**src/mic_pkg.sv**
```systemverilog
// package: register map, bit positions and timing counts of the interrupt controller
package mic_pkg;
    // register offsets on the plain register port
    localparam logic [3:0] MIC_ADDR_CORE_CTRL = 4'h0;  // core_interrupt_control
    localparam logic [3:0] MIC_ADDR_PERIPH_EN = 4'h1;  // peripheral_interrupt_enables
    localparam logic [3:0] MIC_ADDR_PERIPH_FLAGS = 4'h2;  // peripheral_interrupt_flags
    localparam logic [3:0] MIC_ADDR_EDGE_SEL = 4'h3;  // ext_edge_select in bit 0
    localparam logic [3:0] MIC_ADDR_PIN_SELECT = 4'h4;  // port_change_pin_select
    localparam logic [3:0] MIC_ADDR_STATUS = 4'h5;  // live status, read only
    // core_interrupt_control bit positions
    localparam int MIC_BIT_GLOBAL_EN = 7;
    localparam int MIC_BIT_PERIPH_EN = 6;
    localparam int MIC_BIT_TIMER_EN = 5;
    localparam int MIC_BIT_PIN_EN = 4;
    localparam int MIC_BIT_CHANGE_EN = 3;
    localparam int MIC_BIT_TIMER_FLAG = 2;
    localparam int MIC_BIT_PIN_FLAG = 1;
    localparam int MIC_BIT_CHANGE_FLAG = 0;
    // reset value and timer rollover bounds
    localparam logic [7:0] MIC_RESET_REG = 8'h00;
    localparam logic [7:0] MIC_TIMER_MAX = 8'hff;
    localparam logic [7:0] MIC_TIMER_ZERO = 8'h00;
    // interrupt vector loaded into the program counter
    localparam logic [12:0] MIC_VECTOR = 13'h0004;
    // clock subdivision: four phases per instruction cycle
    localparam int MIC_PHASES = 4;
    localparam logic [1:0] MIC_PHASE_Q1 = 2'h0;
    localparam logic [1:0] MIC_PHASE_Q2 = 2'h1;
    localparam logic [1:0] MIC_PHASE_Q4 = 2'h3;
    // entry: one wait cycle then vector; total latency three or four cycles
    localparam int MIC_ENTRY_CYCLES = 2;
endpackage : mic_pkg
```
**src/mic_interrupt_controller.sv**
```systemverilog
// interrupt controller: flag latching, masking, vectored request to the core
//
// Summary of operation
// - eleven sources: pin, timer, change, eight peripherals
// - global enable gates every request to core
// - every reset clears the global enable
// - return instruction sets the global enable
// - entry clears enable, pushes return, vectors 0004h
// - external event latency three or four cycles
// - flags set regardless of any enable bit
// - clearing global enable defers, never loses, requests
// - pin interrupt on selected edge sets flag
// - enabled pin edge wakes from sleep
// - timer rollover FFh to 00h sets flag
// - selected port pin change sets change flag
// - change at Q2 port read may be missed
// - pin flag may be set in Q4 or Q1
// - only the return address is saved on entry
// - core control register layout, reset zero
// - peripheral flag and enable layout, reset zero
// - enabled source wakes sleep whatever global enable
`timescale 1ns/100ps
module mic_interrupt_controller
    import mic_pkg::*;
#(
    parameter int PC_WIDTH = 13,  // program counter width
    parameter int PORT_WIDTH = 6  // port pins watched for change
) (
    input wire logic clk,
    input wire logic reset,
    // register port
    input wire logic [3:0] regAddr,
    input wire logic [7:0] regWriteData,
    input wire logic regWrite,
    input wire logic regRead,
    output logic [7:0] regReadData,
    // event inputs
    input wire logic extPin,  // external interrupt pin, asynchronous
    input wire logic [PORT_WIDTH-1:0] portPins,  // port pins, asynchronous
    input wire logic portRead,  // core reads the port this cycle
    input wire logic [7:0] timer0Count,  // timer count, same clock
    input wire logic [7:0] periphEvent,  // one-cycle peripheral pulses, flag order
    // core handshake
    input wire logic returnFromIrq,  // return instruction executes
    input wire logic clearGlobalEnable,  // an instruction clears the global enable
    input wire logic sleeping,  // core is asleep
    input wire logic [PC_WIDTH-1:0] returnAddress,  // address to resume at
    output logic irqRequest,  // masked request level
    output logic vectorLoad,  // one-cycle pulse: load vector and push
    output logic [PC_WIDTH-1:0] vectorAddress,
    output logic stackPush,  // one-cycle pulse with the return address
    output logic [PC_WIDTH-1:0] pushAddress,
    output logic wakeUp,  // wake the core from sleep
    output logic [1:0] phase  // instruction cycle subdivision
);

    // entry machine: idle, one wait instruction cycle, then a one-clock enter
    typedef enum {IDLE, WAIT, ENTER} mic_entry_type;

    ////////////////////////////////////////////////////////////////////////
    // registers
    logic [7:0] coreCtrl;  // core_interrupt_control
    logic [7:0] periphEnables;  // peripheral_interrupt_enables
    logic [7:0] periphFlags;  // peripheral_interrupt_flags
    logic extEdgeSelect;  // 1 rising, 0 falling
    logic [PORT_WIDTH-1:0] pinSelect;  // port_change_pin_select
    mic_entry_type entryState;
    logic [7:0] prevTimer;  // last timer value for rollover detect
    logic anyEnabled;  // enabled flag present, before global gate
    logic next_request;

    // true when the register address matches this target; the write strobe is checked by the caller
    function automatic logic hit(input logic [3:0] a, input logic [3:0] target);
        hit = (a == target);
    endfunction : hit

    ////////////////////////////////////////////////////////////////////////
    // pin synchronisers: three stages, change counts once last two agree
    logic [2:0] extSync;
    logic extStable;  // filtered pin level
    logic [PORT_WIDTH-1:0] portSync [3];
    logic [PORT_WIDTH-1:0] portStable;  // filtered port level
    always_ff @(posedge clk or posedge reset) begin
        if (reset) begin
            extSync <= 3'h0;
            portSync <= '{default: '0};
        end else begin
            extSync <= {extSync[1:0], extPin};
            portSync[0] <= portPins;
            portSync[1] <= portSync[0];
            portSync[2] <= portSync[1];
        end
    end

    // filtered levels only follow when stages two and three agree
    always_ff @(posedge clk or posedge reset) begin
        if (reset) begin
            extStable <= 1'b0;
            portStable <= '0;
        end else begin
            if (extSync[1] == extSync[2]) begin
                extStable <= extSync[2];
            end
            for (int i = 0; i < PORT_WIDTH; i++) begin
                if (portSync[1][i] == portSync[2][i]) begin
                    portStable[i] <= portSync[2][i];
                end
            end
        end
    end

    ////////////////////////////////////////////////////////////////////////
    // phase counter Q1..Q4
    always_ff @(posedge clk or posedge reset) begin
        if (reset) begin
            phase <= MIC_PHASE_Q1;
        end else begin
            // free running: wraps from Q4 back to Q1 with no compare
            phase <= phase + 2'h1;
        end
    end

    ////////////////////////////////////////////////////////////////////////
    // event detection
    logic extEdge;
    logic timerRoll;
    logic portChange;
    logic [PORT_WIDTH-1:0] portLast;  // value at last port read
    logic pinWindow;
    logic prevExt;
    assign pinWindow = (phase == MIC_PHASE_Q4) || (phase == MIC_PHASE_Q1);
    // edge is held until the Q4/Q1 window so none is dropped
    logic extPending;
    assign extEdge = (extStable != prevExt) && (extStable == extEdgeSelect);
    assign timerRoll = (prevTimer == MIC_TIMER_MAX) && (timer0Count == MIC_TIMER_ZERO);
    // a mismatch against the latch of the last read marks a change;
    // a read at Q2 reloads the latch and can swallow a coincident change
    assign portChange = |((portStable ^ portLast) & pinSelect);

    always_ff @(posedge clk or posedge reset) begin
        if (reset) begin
            prevExt <= 1'b0;
            prevTimer <= MIC_TIMER_ZERO;
            portLast <= '0;
            extPending <= 1'b0;
        end else begin
            prevExt <= extStable;
            // the timer runs on this clock, so it needs no synchroniser
            prevTimer <= timer0Count;
            if (portRead && phase == MIC_PHASE_Q2) begin
                portLast <= portStable;
            end
            if (extEdge) begin
                extPending <= 1'b1;
            end else if (pinWindow) begin
                extPending <= 1'b0;
            end
        end
    end

    ////////////////////////////////////////////////////////////////////////
    // core control register: enables by software, flags set by hardware
    always_ff @(posedge clk or posedge reset) begin
        if (reset) begin
            coreCtrl <= MIC_RESET_REG;
        end else begin
            if (hit(regAddr, MIC_ADDR_CORE_CTRL) && regWrite) begin
                coreCtrl <= regWriteData;
            end
            if (clearGlobalEnable || entryState == ENTER) begin
                coreCtrl[MIC_BIT_GLOBAL_EN] <= 1'b0;
            end
            if (returnFromIrq) begin
                coreCtrl[MIC_BIT_GLOBAL_EN] <= 1'b1;
            end
            // set wins over a software clear in the same cycle
            if (timerRoll) begin
                coreCtrl[MIC_BIT_TIMER_FLAG] <= 1'b1;
            end
            if ((extEdge || extPending) && pinWindow) begin
                coreCtrl[MIC_BIT_PIN_FLAG] <= 1'b1;
            end
            if (portChange && !(portRead && phase == MIC_PHASE_Q2)) begin
                coreCtrl[MIC_BIT_CHANGE_FLAG] <= 1'b1;
            end
        end
    end

    ////////////////////////////////////////////////////////////////////////
    // peripheral enables and flags
    always_ff @(posedge clk or posedge reset) begin
        if (reset) begin
            periphEnables <= MIC_RESET_REG;
            periphFlags <= MIC_RESET_REG;
            extEdgeSelect <= 1'b0;
            pinSelect <= '0;
        end else begin
            if (hit(regAddr, MIC_ADDR_PERIPH_EN) && regWrite) begin
                periphEnables <= regWriteData;
            end
            // a new edge select alone never makes an edge: only the pin does
            if (hit(regAddr, MIC_ADDR_EDGE_SEL) && regWrite) begin
                extEdgeSelect <= regWriteData[0];
            end
            if (hit(regAddr, MIC_ADDR_PIN_SELECT) && regWrite) begin
                pinSelect <= regWriteData[PORT_WIDTH-1:0];
            end
            // events or into the written value so a set is never lost
            if (hit(regAddr, MIC_ADDR_PERIPH_FLAGS) && regWrite) begin
                periphFlags <= regWriteData | periphEvent;
            end else begin
                periphFlags <= periphFlags | periphEvent;
            end
        end
    end

    ////////////////////////////////////////////////////////////////////////
    // request combining
    always_comb begin
        anyEnabled = (coreCtrl[MIC_BIT_TIMER_EN] && coreCtrl[MIC_BIT_TIMER_FLAG])
            || (coreCtrl[MIC_BIT_PIN_EN] && coreCtrl[MIC_BIT_PIN_FLAG])
            || (coreCtrl[MIC_BIT_CHANGE_EN] && coreCtrl[MIC_BIT_CHANGE_FLAG])
            || (coreCtrl[MIC_BIT_PERIPH_EN] && |(periphFlags & periphEnables));
        // flags are never cleared here: a left-set flag requests again
        next_request = coreCtrl[MIC_BIT_GLOBAL_EN] && anyEnabled
            && !clearGlobalEnable;
    end

    always_ff @(posedge clk or posedge reset) begin
        if (reset) begin
            irqRequest <= 1'b0;
            wakeUp <= 1'b0;
        end else begin
            // registered, so the core sees the request one clock late
            irqRequest <= next_request;
            // wake ignores the global enable
            wakeUp <= sleeping && anyEnabled;
        end
    end

    ////////////////////////////////////////////////////////////////////////
    // entry sequence, stepped at Q4 each instruction cycle; enter leaves on the next clock
    always_ff @(posedge clk or posedge reset) begin
        if (reset) begin
            entryState <= IDLE;
        end else if (phase == MIC_PHASE_Q4) begin
            unique case (entryState)
                // a sleeping core wakes first; entry waits until it runs
                IDLE: if (irqRequest && !sleeping) entryState <= WAIT;
                WAIT: entryState <= ENTER;
                ENTER: entryState <= IDLE;
            endcase
        end else if (entryState == ENTER) begin
            entryState <= IDLE;  // enter lasts one clock
        end
    end

    // vector load and push of the return address only
    always_ff @(posedge clk or posedge reset) begin
        if (reset) begin
            vectorLoad <= 1'b0;
            stackPush <= 1'b0;
            vectorAddress <= '0;
            pushAddress <= '0;
        end else begin
            vectorLoad <= (entryState == ENTER);
            stackPush <= (entryState == ENTER);
            // constant after the first clock, kept a flop so the output is registered
            vectorAddress <= PC_WIDTH'(MIC_VECTOR);
            if (entryState == ENTER) begin
                pushAddress <= returnAddress;
            end
        end
    end

    ////////////////////////////////////////////////////////////////////////
    // read port: data one cycle after strobe, unmapped reads zero
    always_ff @(posedge clk or posedge reset) begin
        if (reset) begin
            regReadData <= 8'h00;
        end else if (regRead) begin
            unique case (regAddr)
                MIC_ADDR_CORE_CTRL: regReadData <= coreCtrl;
                MIC_ADDR_PERIPH_EN: regReadData <= periphEnables;
                MIC_ADDR_PERIPH_FLAGS: regReadData <= periphFlags;
                MIC_ADDR_EDGE_SEL: regReadData <= {7'h00, extEdgeSelect};
                MIC_ADDR_PIN_SELECT: regReadData <= 8'(pinSelect);
                // status is read only: a write to its place is ignored
                MIC_ADDR_STATUS: regReadData <= {6'h00, wakeUp, irqRequest};
                default: regReadData <= 8'h00;
            endcase
        end else begin
            regReadData <= 8'h00;
        end
    end
endmodule : mic_interrupt_controller

```
**config.mk**
```make
export PLATFORM = sky130hd
export DESIGN_NAME = mic_interrupt_controller
export DESIGN_NICKNAME = d
export VERILOG_FILES = /design/src/mic_pkg.sv /design/src/mic_interrupt_controller.sv
export SDC_FILE = /design/constraint.sdc
export NUM_CORES = 1
export LEC_CHECK = 0
export ABC_AREA = 1
export BUFFER_PORTS_ARGS = -buffer_cell sky130_fd_sc_hd__clkbuf_2
export CORE_MARGIN = 3
export CORE_UTILIZATION = 55
export CTS_BUF_LIST = sky130_fd_sc_hd__clkbuf_8
export DETAILED_ROUTE_END_ITERATION = 7
export GPL_ROUTABILITY_DRIVEN = 0
export GPL_TIMING_DRIVEN = 1
export PLACE_DENSITY = 0.93
export SYNTH_ARGS = -nofsm -noshare
export SYNTH_HDL_FRONTEND = slang
export SYNTH_SLANG_ARGS = --single-unit
```
**constraint.sdc**
```tcl
create_clock -name clk -period 8.3 [get_ports clk]
set_input_delay 0.415 -clock clk [delete_from_list [all_inputs] [get_ports clk]]
set_output_delay 0.415 -clock clk [all_outputs]
set_load 0.005 [all_outputs]
```
* Yosys cells after proc, flatten, opt, wreduce, memory -nomap -nowiden *
Index checks and enable logic that the tools add are counted.

storage, ports and cells
  word-level logic and storage cells = 114
  bits of input ports = 56
  flip-flop bits (word level) = 134

cells by class
  bitwise gates (word level) = 5
  $add $sub $neg = 1
  equality and inequality tests = 21
  reductions and logical operators = 40
  multiplexer cells = 15

operators with widths
  operator                                              number
  two-way mux 32 bit                                    3
  one-hot mux 32 bit (3 select lines)                   1
  one-hot mux 8 bit (6 select lines)                    1
  equality test 32 x 1 -> 1 bit, second input constant  1
  equality test 32 x 2 -> 1 bit, second input constant  1
  equality test 32 x 3 -> 1 bit, second input constant  1
  logical NOT 32 bit                                    1
  two-way mux 8 bit                                     3
  logical AND 1 bit                                     18
  OR 8 bit                                              2
  nonzero test 2 bit                                    5
  bitwise AND 8 bit                                     1
  equality test 1 bit                                   8
  equality test 4 x 2 -> 1 bit, second input constant   2
  equality test 4 x 3 -> 1 bit, second input constant   2
  equality test 8 bit, second input constant            1
  logical NOT 8 bit                                     1
  OR reduction 8 bit                                    1
  two-way mux 1 bit                                     7
  bitwise AND 6 bit                                     1
  logical OR 1 bit                                      6
  OR reduction 6 bit                                    1
  bitwise XOR 6 bit                                     1
  equality test 4 x 1 -> 1 bit, second input constant   1
  other kinds (10)                                      12

* Logic depth before layout (Yosys ltp) *
Gate-level depths: netlist of the first run.

  depth in word-level cells = 6
  mapped depth = 8
  mapped depth without buffers = 8

* Worst setup path after synthesis of the first run *
No wires, ideal clock.

  path kind = input port to flip-flop
  start = input port regAddr[2]
  end = register coreCtrl[2]
  arrival = 1,116 ps
  setup slack = 7,055 ps
  library setup time = 129 ps
  stages = 7
  path through = nor2_4 nand2_2 nor2_4 buf_6 nand2_1 o21ai_0 o21ai_0

on the way
  cells in the longest elaborated chain, start to end = 3

ends and longest elaborated chain
  element                              line                             RTL
  from (decl)                          mic_interrupt_controller.sv:32   input wire logic [3:0] regAddr,
  logical NOT 4 bit                    mic_interrupt_controller.sv:74   hit = (a == target);
  logical AND 1 bit                    mic_interrupt_controller.sv:167  if (hit(regAddr, MIC_ADDR_CORE_CTRL) && regWrite) begin
  nonzero test 2 bit (no source line)  -
  to (signal assigned)                 mic_interrupt_controller.sv:168  coreCtrl <= regWriteData;
  to (decl)                            mic_interrupt_controller.sv:62   logic [7:0] coreCtrl;

Every way passes these cells.
A chain may end at the register's enable or synchronous reset.

* Worst setup path after layout of the first run *
  start = register entryState[0]
  end = register entryState[1]

on the way
  cells in the longest elaborated chain, start to end = 3

ends and longest elaborated chain
  element                                                            line                             RTL
  from (decl)                                                        mic_interrupt_controller.sv:67   mic_entry_type entryState;
  from (signal assigned)                                             mic_interrupt_controller.sv:245  entryState <= IDLE;
  from (signal assigned)                                             mic_interrupt_controller.sv:249  IDLE: if (irqRequest && !sleeping) entryState <= WAIT;
  from (signal assigned)                                             mic_interrupt_controller.sv:250  WAIT: entryState <= ENTER;
  equality test 32 x 2 -> 1 bit, or another cell as far along        mic_interrupt_controller.sv:247  unique case (entryState)
  one-hot mux 32 bit (3 select lines), or another cell as far along  mic_interrupt_controller.sv:247
  two-way mux 32 bit or AND reduction 2 bit (tied branches)          -

Parallel ways exist; a longest one is shown, timed or not.

==> impl_metrics.env, run 1 <==
export IMPL_leakage_nw=2.65
export IMPL_dp_slack_ns=6.41
export IMPL_clk_transition_reported_paths_ns=0.10
export IMPL_port_buffers=83
export IMPL_diodes=0
export IMPL_root_buffer="clkbuf_8"
export IMPL_fmax_ghz=0.537
export IMPL_cts_resized=0
export IMPL_layout_drive_gt1_share_pct=23.5
export IMPL_vias_per_cell=5.08
export IMPL_crit_reg2reg_launch="entryState[0]$_DFFE_PP0P_"
export IMPL_die_h_um=94.7
export IMPL_coreArea_um2=7450
export IMPL_cp_arrival_ns=2.11
export IMPL_p_per_area_nw_per_um2=234
export IMPL_grt_pass1_wl_um=14400
export IMPL_worst_path_max_fanout=16
export IMPL_synth_compound_area_share_pct=5.81
export IMPL_fin_ws_ns=6.44
export IMPL_status="finished, final reports clean"
export IMPL_finalSetupViolCount=0
export IMPL_ant_nets=0
export IMPL_hp_class="primary input to flip-flop"
export IMPL_drt_first_pass_iters=4
export IMPL_path_cells="inv_1 > ha_1 > inv_1 > o21ai_0 > o21ai_0"
export IMPL_syn_inst=451
export IMPL_drv_cap=0
export IMPL_synth_top_area_share_pct=60.1
export IMPL_finalHoldViolations=0
export IMPL_rsz0062_at_grt="false"
export IMPL_cts_tree="built"
export IMPL_final_setup_skew_ns=0.0124
export IMPL_path_class="flip-flop to flip-flop"
export IMPL_synth_ff_type="dfrtp_1"
export IMPL_yosysSeqAreaShare_pct=60.1
export IMPL_synth_commonest_cells="nand2_1 (154), dfrtp_1 (104), inv_1 (40)"
export IMPL_cts_buffers=9
export IMPL_min_from="extPin"
export IMPL_setup_worst_path_start_class="flip-flop"
export IMPL_htree_levels=3
export IMPL_ir_drop_v=0.000176
export IMPL_grt_pass1_vias=3070
export IMPL_antenna_found_initial=0
export IMPL_clock_latency_ns=0.36
export IMPL_placed_cell_area_um2=4780
export IMPL_critPathCaptureType="flip-flop"
export IMPL_die_w_um=94.7
export IMPL_fin_hold_ws_ns=0.155
export IMPL_yosys_area_share_adder_pct=3.06
export IMPL_slew_viol_final=0
export IMPL_yosysWarningCount=0
export IMPL_rows=31
export IMPL_syn_cell_area_um2=4330
export IMPL_wl_per_cell_um=13.8
export IMPL_grt_max_degree=83
export IMPL_synthTopCellsByArea="dfrtp_1 (60%), nand2_1 (13%), inv_1 (3.5%), nand3_1 (2.7%), buf_4 (2.4%)"
export IMPL_period_needed_ns=1.86
export IMPL_maxSlewHeadroom_pct=35.1
export IMPL_max_slew_worst_pin_slew_ns=0.974
export IMPL_synth_simple_area_share_pct=23.3
export IMPL_vias=3264
export IMPL_synth_xor_area_share_pct=0
export IMPL_cts_sinks=104
export IMPL_cp_startpoint="entryState[0]$_DFFE_PP0P_"
export IMPL_finalCritPeriodShare_pct=22.4
export IMPL_yosysMostFrequentCell="nand2_1"
export IMPL_drt_wl_total_um=8900
export IMPL_cp_slowest_cell="ha_1"
export IMPL_avgSynthCellArea_um2=9.60
export IMPL_synth_seq_cells=104
export IMPL_fin_nets=600
export IMPL_synth_distinct_cells=31
export IMPL_slowest_delay_ns=0.49
export IMPL_die_area_um2=8970
export IMPL_cp_num_buf_inv=2
export IMPL_syn_to_final_growth_pct=15.2
export IMPL_stdcell_area_um2=4990
export IMPL_ios=96
export IMPL_synth_top_area_cell="dfrtp_1"
export IMPL_place_hpwl_um=6740
export IMPL_fin_setup_tns_ns=0
export IMPL_initialDrtViolationCount=188
export IMPL_muxShareOfSynthArea_pct=0.260
export IMPL_synth_edf_count=0
export IMPL_cp_required_ns=8.55
export IMPL_start_util_pct=58.1
export IMPL_grt_usage_pct=20.9
export IMPL_drc_errors=0
export IMPL_cts_buffer_depth=2
export IMPL_path_delay_family="adder cells"
export IMPL_async_reset_ff_share_pct=100
export IMPL_synth_top_family_by_area="simple AND/OR/NAND/NOR gates"
export IMPL_grt_overflow=0
cell type report:
cell class / instances / area [um^2]
repair buffers: 85 / 433
clock buffers: 9 / 124
flip-flops and latches: 104 / 2600
clock inverters: 7 / 72.6
well taps: 99 / 124
inverters: 45 / 179
multi-input cells: 294 / 1450
fillers: 593 / 2460
stage by stage:
stage / utilization (%) / total power [mW] / cells
after floorplan: - / 0.770 / 462
after global placement: 64.2 / 0.845 / 626
after detailed placement: 64.2 / 0.866 / 626
after CTS: 67.0 / 1.17 / 643
after global routing: 67.0 / 1.23 / 643
final: 67.0 / 1.17 / 643
registers in the layout, indices dropped and copies added (netlist names), 3 cells and up:
name           flops
pinSelect          6
extSync            3
pushAddress       13
portStable         6
coreCtrl           8
portLast           6
periphEnables      8
periphFlags        8
portSync          18
regReadData        8
prevTimer          8
repair_timing:
action | 4_1_cts | 5_1_grt
buffers inserted | 0 | 0
hold buffers | 1 | 0
endpoints found under the hold margin | 22 | 0
path summary, 6_finish.rpt:
kind                       slack [ns]                         to  depth (start not counted)
setup / recovery                 6.44  entryState[1]$_DFFE_PP0P_                          5
hold / removal                   0.15       extSync[0]$_DFF_PP0_                          1
setup reg to reg                 6.44  entryState[1]$_DFFE_PP0P_                          5
hold reg to reg                  0.35      portSync[7]$_DFF_PP0_                          0
max in group asynchronous        6.51   regReadData[0]$_DFF_PP0_                          4
min in group asynchronous        0.53     portSync[16]$_DFF_PP0_                          3
logic make-up (layout without fill, tap and decap cells):
logic type | Yosys count | count (layout)
buffers and inverters | 64 | 146
adders and majority gates | 12 | 12
other | 2 | 13
muxes | 1 | 1
DFF | 104 | 104
AOI/OAI and AO/OA | 41 | 41
and+or+nand+nor | 227 | 227
layer usage:
layer  GRT usage (%)  wire, um  vias to the layer above
met5               0         0                        -
met4            8.17       165                        0
met3            4.94       788                       16
met2            33.2      4320                      149
met1            28.0      3620                     1534
li1                -         -                     1565
cells in the final DEF, fill, tap and decap left out, drive strengths merged:
cell type    count
nand2          158
dfrtp          104
clkbuf          92
inv             47
nor2            30
o21ai           29
nand3           23
conb            13
nand3b           8
maj3             7
o21a             5
nand4            5
ha               5
a21oi            5
clkinv           4
or2              3
o22ai            1
o21bai           1
mux2             1
bufinv           1
dlygate4sd3      1
buf              1
power by group:
part	leakage, nW	internal, mW	switching (mW)	total [mW]
sequential	1.23	0.585	0.0565	0.642
clock	0.106	0.141	0.169	0.309
combinational	1.32	0.0903	0.126	0.216
Power figures use the tool's default switching activity.
==> run 2: changes to the inputs <==
--- a/config.mk
+++ b/config.mk
@@ -5,15 +5,15 @@
 export SDC_FILE = /design/constraint.sdc
 export NUM_CORES = 1
 export LEC_CHECK = 0
-export ABC_AREA = 1
+export ABC_AREA = 0
 export BUFFER_PORTS_ARGS = -buffer_cell sky130_fd_sc_hd__clkbuf_2
 export CORE_MARGIN = 3
-export CORE_UTILIZATION = 55
+export CORE_UTILIZATION = 50
 export CTS_BUF_LIST = sky130_fd_sc_hd__clkbuf_8
 export DETAILED_ROUTE_END_ITERATION = 7
 export GPL_ROUTABILITY_DRIVEN = 0
 export GPL_TIMING_DRIVEN = 1
-export PLACE_DENSITY = 0.93
+export PLACE_DENSITY = 0.9
 export SYNTH_ARGS = -nofsm -noshare
 export SYNTH_HDL_FRONTEND = slang
 export SYNTH_SLANG_ARGS = --single-unit
==> constraint.sdc (replaced) <==
create_clock -name clk -period 1.5 [get_ports clk]
set_input_delay 0.075 -clock clk [delete_from_list [all_inputs] [get_ports clk]]
set_output_delay 0.075 -clock clk [all_outputs]
set_load 0.005 [all_outputs]
==> impl_metrics.env, run 2 <==
export IMPL_place_hpwl_um=6000
export IMPL_reg2reg_depth=4
export IMPL_synthTopCellsByArea="dfrtp_1 (63%), mux2_2 (11%), buf_4 (2.5%), nand2_1 (2.5%), a22oi_1 (2.0%)"
export IMPL_holdPathStages=2
export IMPL_htree_levels=3
export IMPL_ios=96
export IMPL_finalSetupViolCount=0
export IMPL_critPathCaptureType="flip-flop"
export IMPL_synth_ff_type="dfrtp_1"
export IMPL_nFillCells=563
export IMPL_grt_pass1_wl_um=15300
export IMPL_slew_viol_final=0
export IMPL_timing_rr_end="irqRequest$_DFF_PP0_"
export IMPL_vias_per_cell=5.33
export IMPL_setup_worst_path_start_class="flip-flop"
export IMPL_syn_cell_area_um2=4130
export IMPL_yosysMostFrequentCell="dfrtp_1"
export IMPL_p_per_area_nw_per_um2=1240
export IMPL_path_cells="a22oi_1 > nand4_1 > a221o_1 > and3b_1"
export IMPL_fmax_ghz=0.694
export IMPL_synth_top_area_share_pct=63.1
export IMPL_grt_overflow=0
export IMPL_fin_nets=506
export IMPL_hp_class="primary input to flip-flop"
export IMPL_leakage_nw=2.52
export IMPL_utilization_pct=68.7
export IMPL_cts_tree="built"
export IMPL_placed_cell_area_um2=4660
export IMPL_final_common_cell="dfrtp_1"
export IMPL_crit_reg2reg_launch="periphFlags[5]$_DFF_PP0_"
export IMPL_synth_commonest_cells="dfrtp_1 (104), mux2_2 (39), nand2_1 (27)"
export IMPL_cp_required_ns=1.76
export IMPL_synth_xor_area_share_pct=1.27
export IMPL_coreArea_um2=7850
export IMPL_final_setup_skew_ns=0.0112
export IMPL_initialDrtViolationCount=244
export IMPL_drv_cap=0
export IMPL_placedCellCount=483
export IMPL_reg_top3="portSync: 18 flops, pushAddress: 13 flops"
export IMPL_cts_buffers=9
export IMPL_finalHoldViolations=0
export IMPL_finalCritPeriodShare_pct=96.0
export IMPL_synth_compound_area_share_pct=6.34
export IMPL_synth_top_family_by_area="multiplexers"
export IMPL_async_reset_ff_share_pct=100
export IMPL_clock_latency_ns=0.36
export IMPL_antenna_found_initial=0
export IMPL_fin_setup_tns_ns=0
export IMPL_cts_buffer_depth=2
export IMPL_status="finished, final reports clean"
export IMPL_grt_usage_pct=20.5
export IMPL_path_class="flip-flop to flip-flop"
export IMPL_yosysWarningCount=0
export IMPL_min_from="regWriteData[0]"
export IMPL_synth_edf_count=0
export IMPL_grt_max_degree=67
export IMPL_period_needed_ns=1.44
export IMPL_layout_cells_non_filler=551
export IMPL_die_w_um=96.8
export IMPL_rsz0062_at_grt="false"
export IMPL_syn_to_final_growth_pct=30.7
export IMPL_regArea_um2=2600
export IMPL_ir_drop_v=0.000611
export IMPL_fin_ws_ns=0.0597
export IMPL_multi_input_area_um2=1400
export IMPL_cp_slowest_cell="dfrtp_1"
export IMPL_worst_path_max_fanout=3
export IMPL_die_area_um2=9380
export IMPL_avgSynthCellArea_um2=13.8
export IMPL_ant_nets=0
export IMPL_slowest_delay_ns=0.42
export IMPL_syn_inst=299
export IMPL_die_h_um=96.8
export IMPL_fin_hold_ws_ns=0.0436
export IMPL_cp_arrival_ns=1.70
export IMPL_drt_first_pass_iters=5
export IMPL_clk_transition_reported_paths_ns=0.10
export IMPL_synth_distinct_cells=39
export IMPL_rows=32
export IMPL_largest_reg_flops=18
export IMPL_synth_seq_cells=104
export IMPL_drc_errors=0
export IMPL_port_buffers=83
export IMPL_top_register="portSync"
export IMPL_cts_sinks=104
export IMPL_yosys_area_share_adder_pct=3.22
export IMPL_layout_common_cells="dfrtp_1 (104), clkbuf_2 (83), dlygate4sd3_1 (52), mux2_2 (39), nand2_1 (26)"
export IMPL_root_buffer="clkbuf_8"
export IMPL_diodes=0
export IMPL_vias=2936
export IMPL_grt_pass1_vias=3230
export IMPL_yosysSeqAreaShare_pct=63.1
export IMPL_reg2reg_slack_ns=0.06
export IMPL_start_util_pct=52.6
export IMPL_stdcell_area_um2=5390
export IMPL_wl_per_cell_um=16.3
export IMPL_muxShareOfSynthArea_pct=11.9
export IMPL_synth_simple_area_share_pct=9.89
export IMPL_layout_drive_gt1_share_pct=34.1
export IMPL_synth_top_area_cell="dfrtp_1"
export IMPL_holdPathEnd="extEdgeSelect$_DFFE_PP0P_"
export IMPL_dp_slack_ns=0.0914
export IMPL_total_power_mw=6.69
export IMPL_drt_wl_total_um=8960
-- run 2: cell types whose count changed after synthesis, sizes merged, moves of 6 or more --
cell / previous run / this run
nand3: 23 / 5
a22oi: 0 / 11
nand2: 158 / 28
xor2: 0 / 6
o21ai: 29 / 3
mux2: 1 / 39
nor2: 30 / 6
inv: 45 / 9
-- run 2: routing by layer --
layer  global-route usage, %  vias to the layer above  share of wire, %
li1                        -                     1327                 -
met1                    24.1                     1440                38
met2                    34.7                      140                51
met3                    6.63                       29               7.8
met4                    8.10                        0               3.2
met5                       0                        -                 0
-- run 2: worst max-delay path by stage --
stage	from	end	depth (start not counted)
global route	regAddr[2]	periphFlags[3]$_DFF_PP0_	6
global placement	regAddr[0]	coreCtrl[0]$_DFFE_PP0P_	4
finish	periphFlags[5]$_DFF_PP0_	irqRequest$_DFF_PP0_	4
CTS	regAddr[0]	periphFlags[7]$_DFF_PP0_	6
detailed placement	regAddr[0]	pinSelect[3]$_DFFE_PP0P_	4
floorplan	entryState[0]$_DFFE_PP0P_	pushAddress[0]$_DFFE_PP0P_	5
-- run 2: where the power goes --
group | internal, mW | switching, mW
Sequential | 3.26 | 0.306
Combinational | 0.801 | 0.581
Clock | 0.789 | 0.956
-- run 2: final cells by class --
| class | instances | share of cell area [%] |
|---|---|---|
| Inverter | 9 | 0.696 |
| Clock buffer | 9 | 2.30 |
| Tap cell | 102 | 2.37 |
| Timing Repair Buffer | 144 | 19.1 |
| Clock inverter | 6 | 1.39 |
| Multi-Input combinational cell | 177 | 25.9 |
| Sequential cell | 104 | 48.3 |
-- run 2: logic make-up after synthesis --
kind of cell	count (synthesis)
buf+inv	29
xor+xnor	6
fa+ha+maj	12
mux	44
compound gates	34
flops	104
simple gates	68
other cells	2
-- run 2: repair_timing --
item	4_1_cts	5_1_grt
setup buffers	0	1
hold buffers	52	0
endpoints found under the setup margin	0	5
hold endpoints to repair	67	0
resized for setup	0	3
-- run 2: worst max-delay path, delay by kind of cell (launching register included) --
family / cells / cell delay, ns
AOI/OAI and AO/OA: 2 / 0.59
DFF: 1 / 0.42
and+or+nand+nor: 2 / 0.33
==> run 3: changes to the inputs <==
--- a/config.mk
+++ b/config.mk
@@ -5,7 +5,7 @@
 export SDC_FILE = /design/constraint.sdc
 export NUM_CORES = 1
 export LEC_CHECK = 0
-export ABC_AREA = 0
+export ABC_AREA = 1
 export BUFFER_PORTS_ARGS = -buffer_cell sky130_fd_sc_hd__clkbuf_2
 export CORE_MARGIN = 3
 export CORE_UTILIZATION = 50
@@ -13,7 +13,7 @@
 export DETAILED_ROUTE_END_ITERATION = 7
 export GPL_ROUTABILITY_DRIVEN = 0
 export GPL_TIMING_DRIVEN = 1
-export PLACE_DENSITY = 0.9
+export PLACE_DENSITY = 0.77
 export SYNTH_ARGS = -nofsm -noshare
 export SYNTH_HDL_FRONTEND = slang
 export SYNTH_SLANG_ARGS = --single-unit
==> constraint.sdc (replaced) <==
create_clock -name clk -period 1.2 [get_ports clk]
set_input_delay 0.06 -clock clk [delete_from_list [all_inputs] [get_ports clk]]
set_output_delay 0.06 -clock clk [all_outputs]
set_load 0.005 [all_outputs]
==> impl_metrics.env, run 3 (synthesis results as in run 1) <==
export IMPL_ir_drop_v=0.000950
export IMPL_wl_per_cell_um=13.4
export IMPL_finalSetupViolCount=0
export IMPL_path_class="flip-flop to flip-flop"
export IMPL_leakage_nw=2.95
export IMPL_grt_overflow=0
export IMPL_port_buffers=83
export IMPL_worst_path_max_fanout=3
export IMPL_coreArea_um2=8300
export IMPL_finalHoldViolations=0
export IMPL_setup_worst_path_start_class="flip-flop"
export IMPL_drt_first_pass_iters=4
export IMPL_reg2reg_depth=3
export IMPL_fmax_ghz=0.865
export IMPL_finalCritPeriodShare_pct=96.3
export IMPL_hp_class="primary input to flip-flop"
export IMPL_cts_tree="built"
export IMPL_fin_nets=669
export IMPL_holdPathEnd="extEdgeSelect$_DFFE_PP0P_"
export IMPL_cp_slowest_cell="dfrtp_1"
export IMPL_vias_per_cell=4.80
export IMPL_layout_common_cells="nand2_1 (152), dfrtp_1 (104), clkbuf_2 (83), dlygate4sd3_1 (50), inv_1 (36)"
export IMPL_ant_nets=0
export IMPL_final_setup_skew_ns=0.00549
export IMPL_path_cells="ha_1 > nand2_2 > mux2_2"
export IMPL_die_area_um2=9810
export IMPL_dp_slack_ns=-0.0538
export IMPL_crit_reg2reg_launch="phase[0]$_DFF_PP0_"
export IMPL_top_register="portSync"
export IMPL_diodes=0
export IMPL_drt_wl_total_um=9620
export IMPL_htree_levels=3
export IMPL_syn_to_final_growth_pct=31.0
export IMPL_fin_ws_ns=0.0446
export IMPL_largest_reg_flops=18
export IMPL_cts_sinks=104
export IMPL_p_per_area_nw_per_um2=1430
export IMPL_clock_latency_ns=0.36
export IMPL_start_util_pct=52.1
export IMPL_layout_cells_non_filler=718
export IMPL_rows=33
export IMPL_reg2reg_slack_ns=0.04
export IMPL_cts_buffers=9
export IMPL_root_buffer="clkbuf_8"
export IMPL_cts_buffer_depth=2
export IMPL_layout_drive_gt1_share_pct=25.6
export IMPL_clk_transition_reported_paths_ns=0.09
export IMPL_min_from="regAddr[0]"
export IMPL_placed_cell_area_um2=4940
export IMPL_grt_pass1_wl_um=16500
export IMPL_grt_pass1_vias=3547
export IMPL_initialDrtViolationCount=224
export IMPL_die_w_um=99.0
export IMPL_ios=96
export IMPL_grt_max_degree=71
export IMPL_timing_rr_end="portLast[5]$_DFFE_PP0N_"
export IMPL_holdPathStages=3
export IMPL_fin_setup_tns_ns=0
export IMPL_vias=3448
export IMPL_drv_cap=0
export IMPL_reg_top3="portSync: 18 flops, pushAddress: 13 flops"
export IMPL_status="finished, final reports clean"
export IMPL_period_needed_ns=1.16
export IMPL_antenna_found_initial=0
export IMPL_placedCellCount=647
export IMPL_slowest_delay_ns=0.41
export IMPL_die_h_um=99.0
export IMPL_grt_usage_pct=21.1
export IMPL_stdcell_area_um2=5670
export IMPL_cp_arrival_ns=1.40
export IMPL_final_common_cell="nand2_1"
export IMPL_cp_required_ns=1.45
export IMPL_drc_errors=0
export IMPL_critPathCaptureType="flip-flop"
export IMPL_slew_viol_final=0
export IMPL_place_hpwl_um=6600
[run 3: power by group]
group          total, mW  internal, mW  switching (mW)  leakage (nW)
clock network       1.92         0.754            1.16        0.0854
registers           4.43          4.05           0.382          1.23
logic               1.77         0.841           0.925          1.63
[run 3: through the flow]
step / hold slack (ns) / utilization (%) / power (mW)
2_1_floorplan: 0.0914 / - / 5.33
3_3_place_gp: 0.138 / 59.5 / 5.93
3_5_place_dp: 0.142 / 59.5 / 6.03
4_1_cts: 0.0945 / 67.6 / 8.08
5_1_grt: 0.102 / 68.3 / 8.62
6_report: 0.108 / 68.3 / 8.11
[run 3: per-layer routing]
layer	GRT usage (%)	share of wire, %	vias up
li1	-	-	1701
met1	27.0	43	1622
met2	36.4	49	109
met3	4.10	5.6	16
met4	6.72	2.1	0
met5	0	0	-
[run 3: cell type report]
cell class                      count  area (um^2)
Inverter                           45          180
Tap cell                          105          131
Sequential cell                   104         2600
Multi-Input combinational cell    294         1470
Timing Repair Buffer              154         1110
Clock buffer                        9          124
Fill cell                         623         2630
Clock inverter                      7         47.5
[run 3: critical path, delay by kind of cell (launching register included)]
| family | cells | cell delay (ns) |
|---|---|---|
| muxes | 1 | 0.32 |
| adders and majority gates | 1 | 0.23 |
| DFF | 1 | 0.41 |
| and+or+nand+nor | 1 | 0.08 |
[run 3: worst max path at each step]
stage	endpoint	from
6_report	portLast[5]$_DFFE_PP0N_	phase[0]$_DFF_PP0_
4_1_cts	pushAddress[10]$_DFFE_PP0P_	entryState[0]$_DFFE_PP0P_
2_1_floorplan	coreCtrl[0]$_DFFE_PP0P_	reset
3_5_place_dp	entryState[1]$_DFFE_PP0P_	entryState[0]$_DFFE_PP0P_
5_1_grt	portLast[0]$_DFFE_PP0N_	phase[1]$_DFF_PP0_
3_3_place_gp	entryState[1]$_DFFE_PP0P_	entryState[0]$_DFFE_PP0P_
[run 3: timing repair]
item                                    in CTS  in global routing
endpoints found under the setup margin      13                 18
setup buffers                                0                  5
endpoints found under the hold margin      153                  0
resized for setup                            3                  9
hold buffers                                50                  0
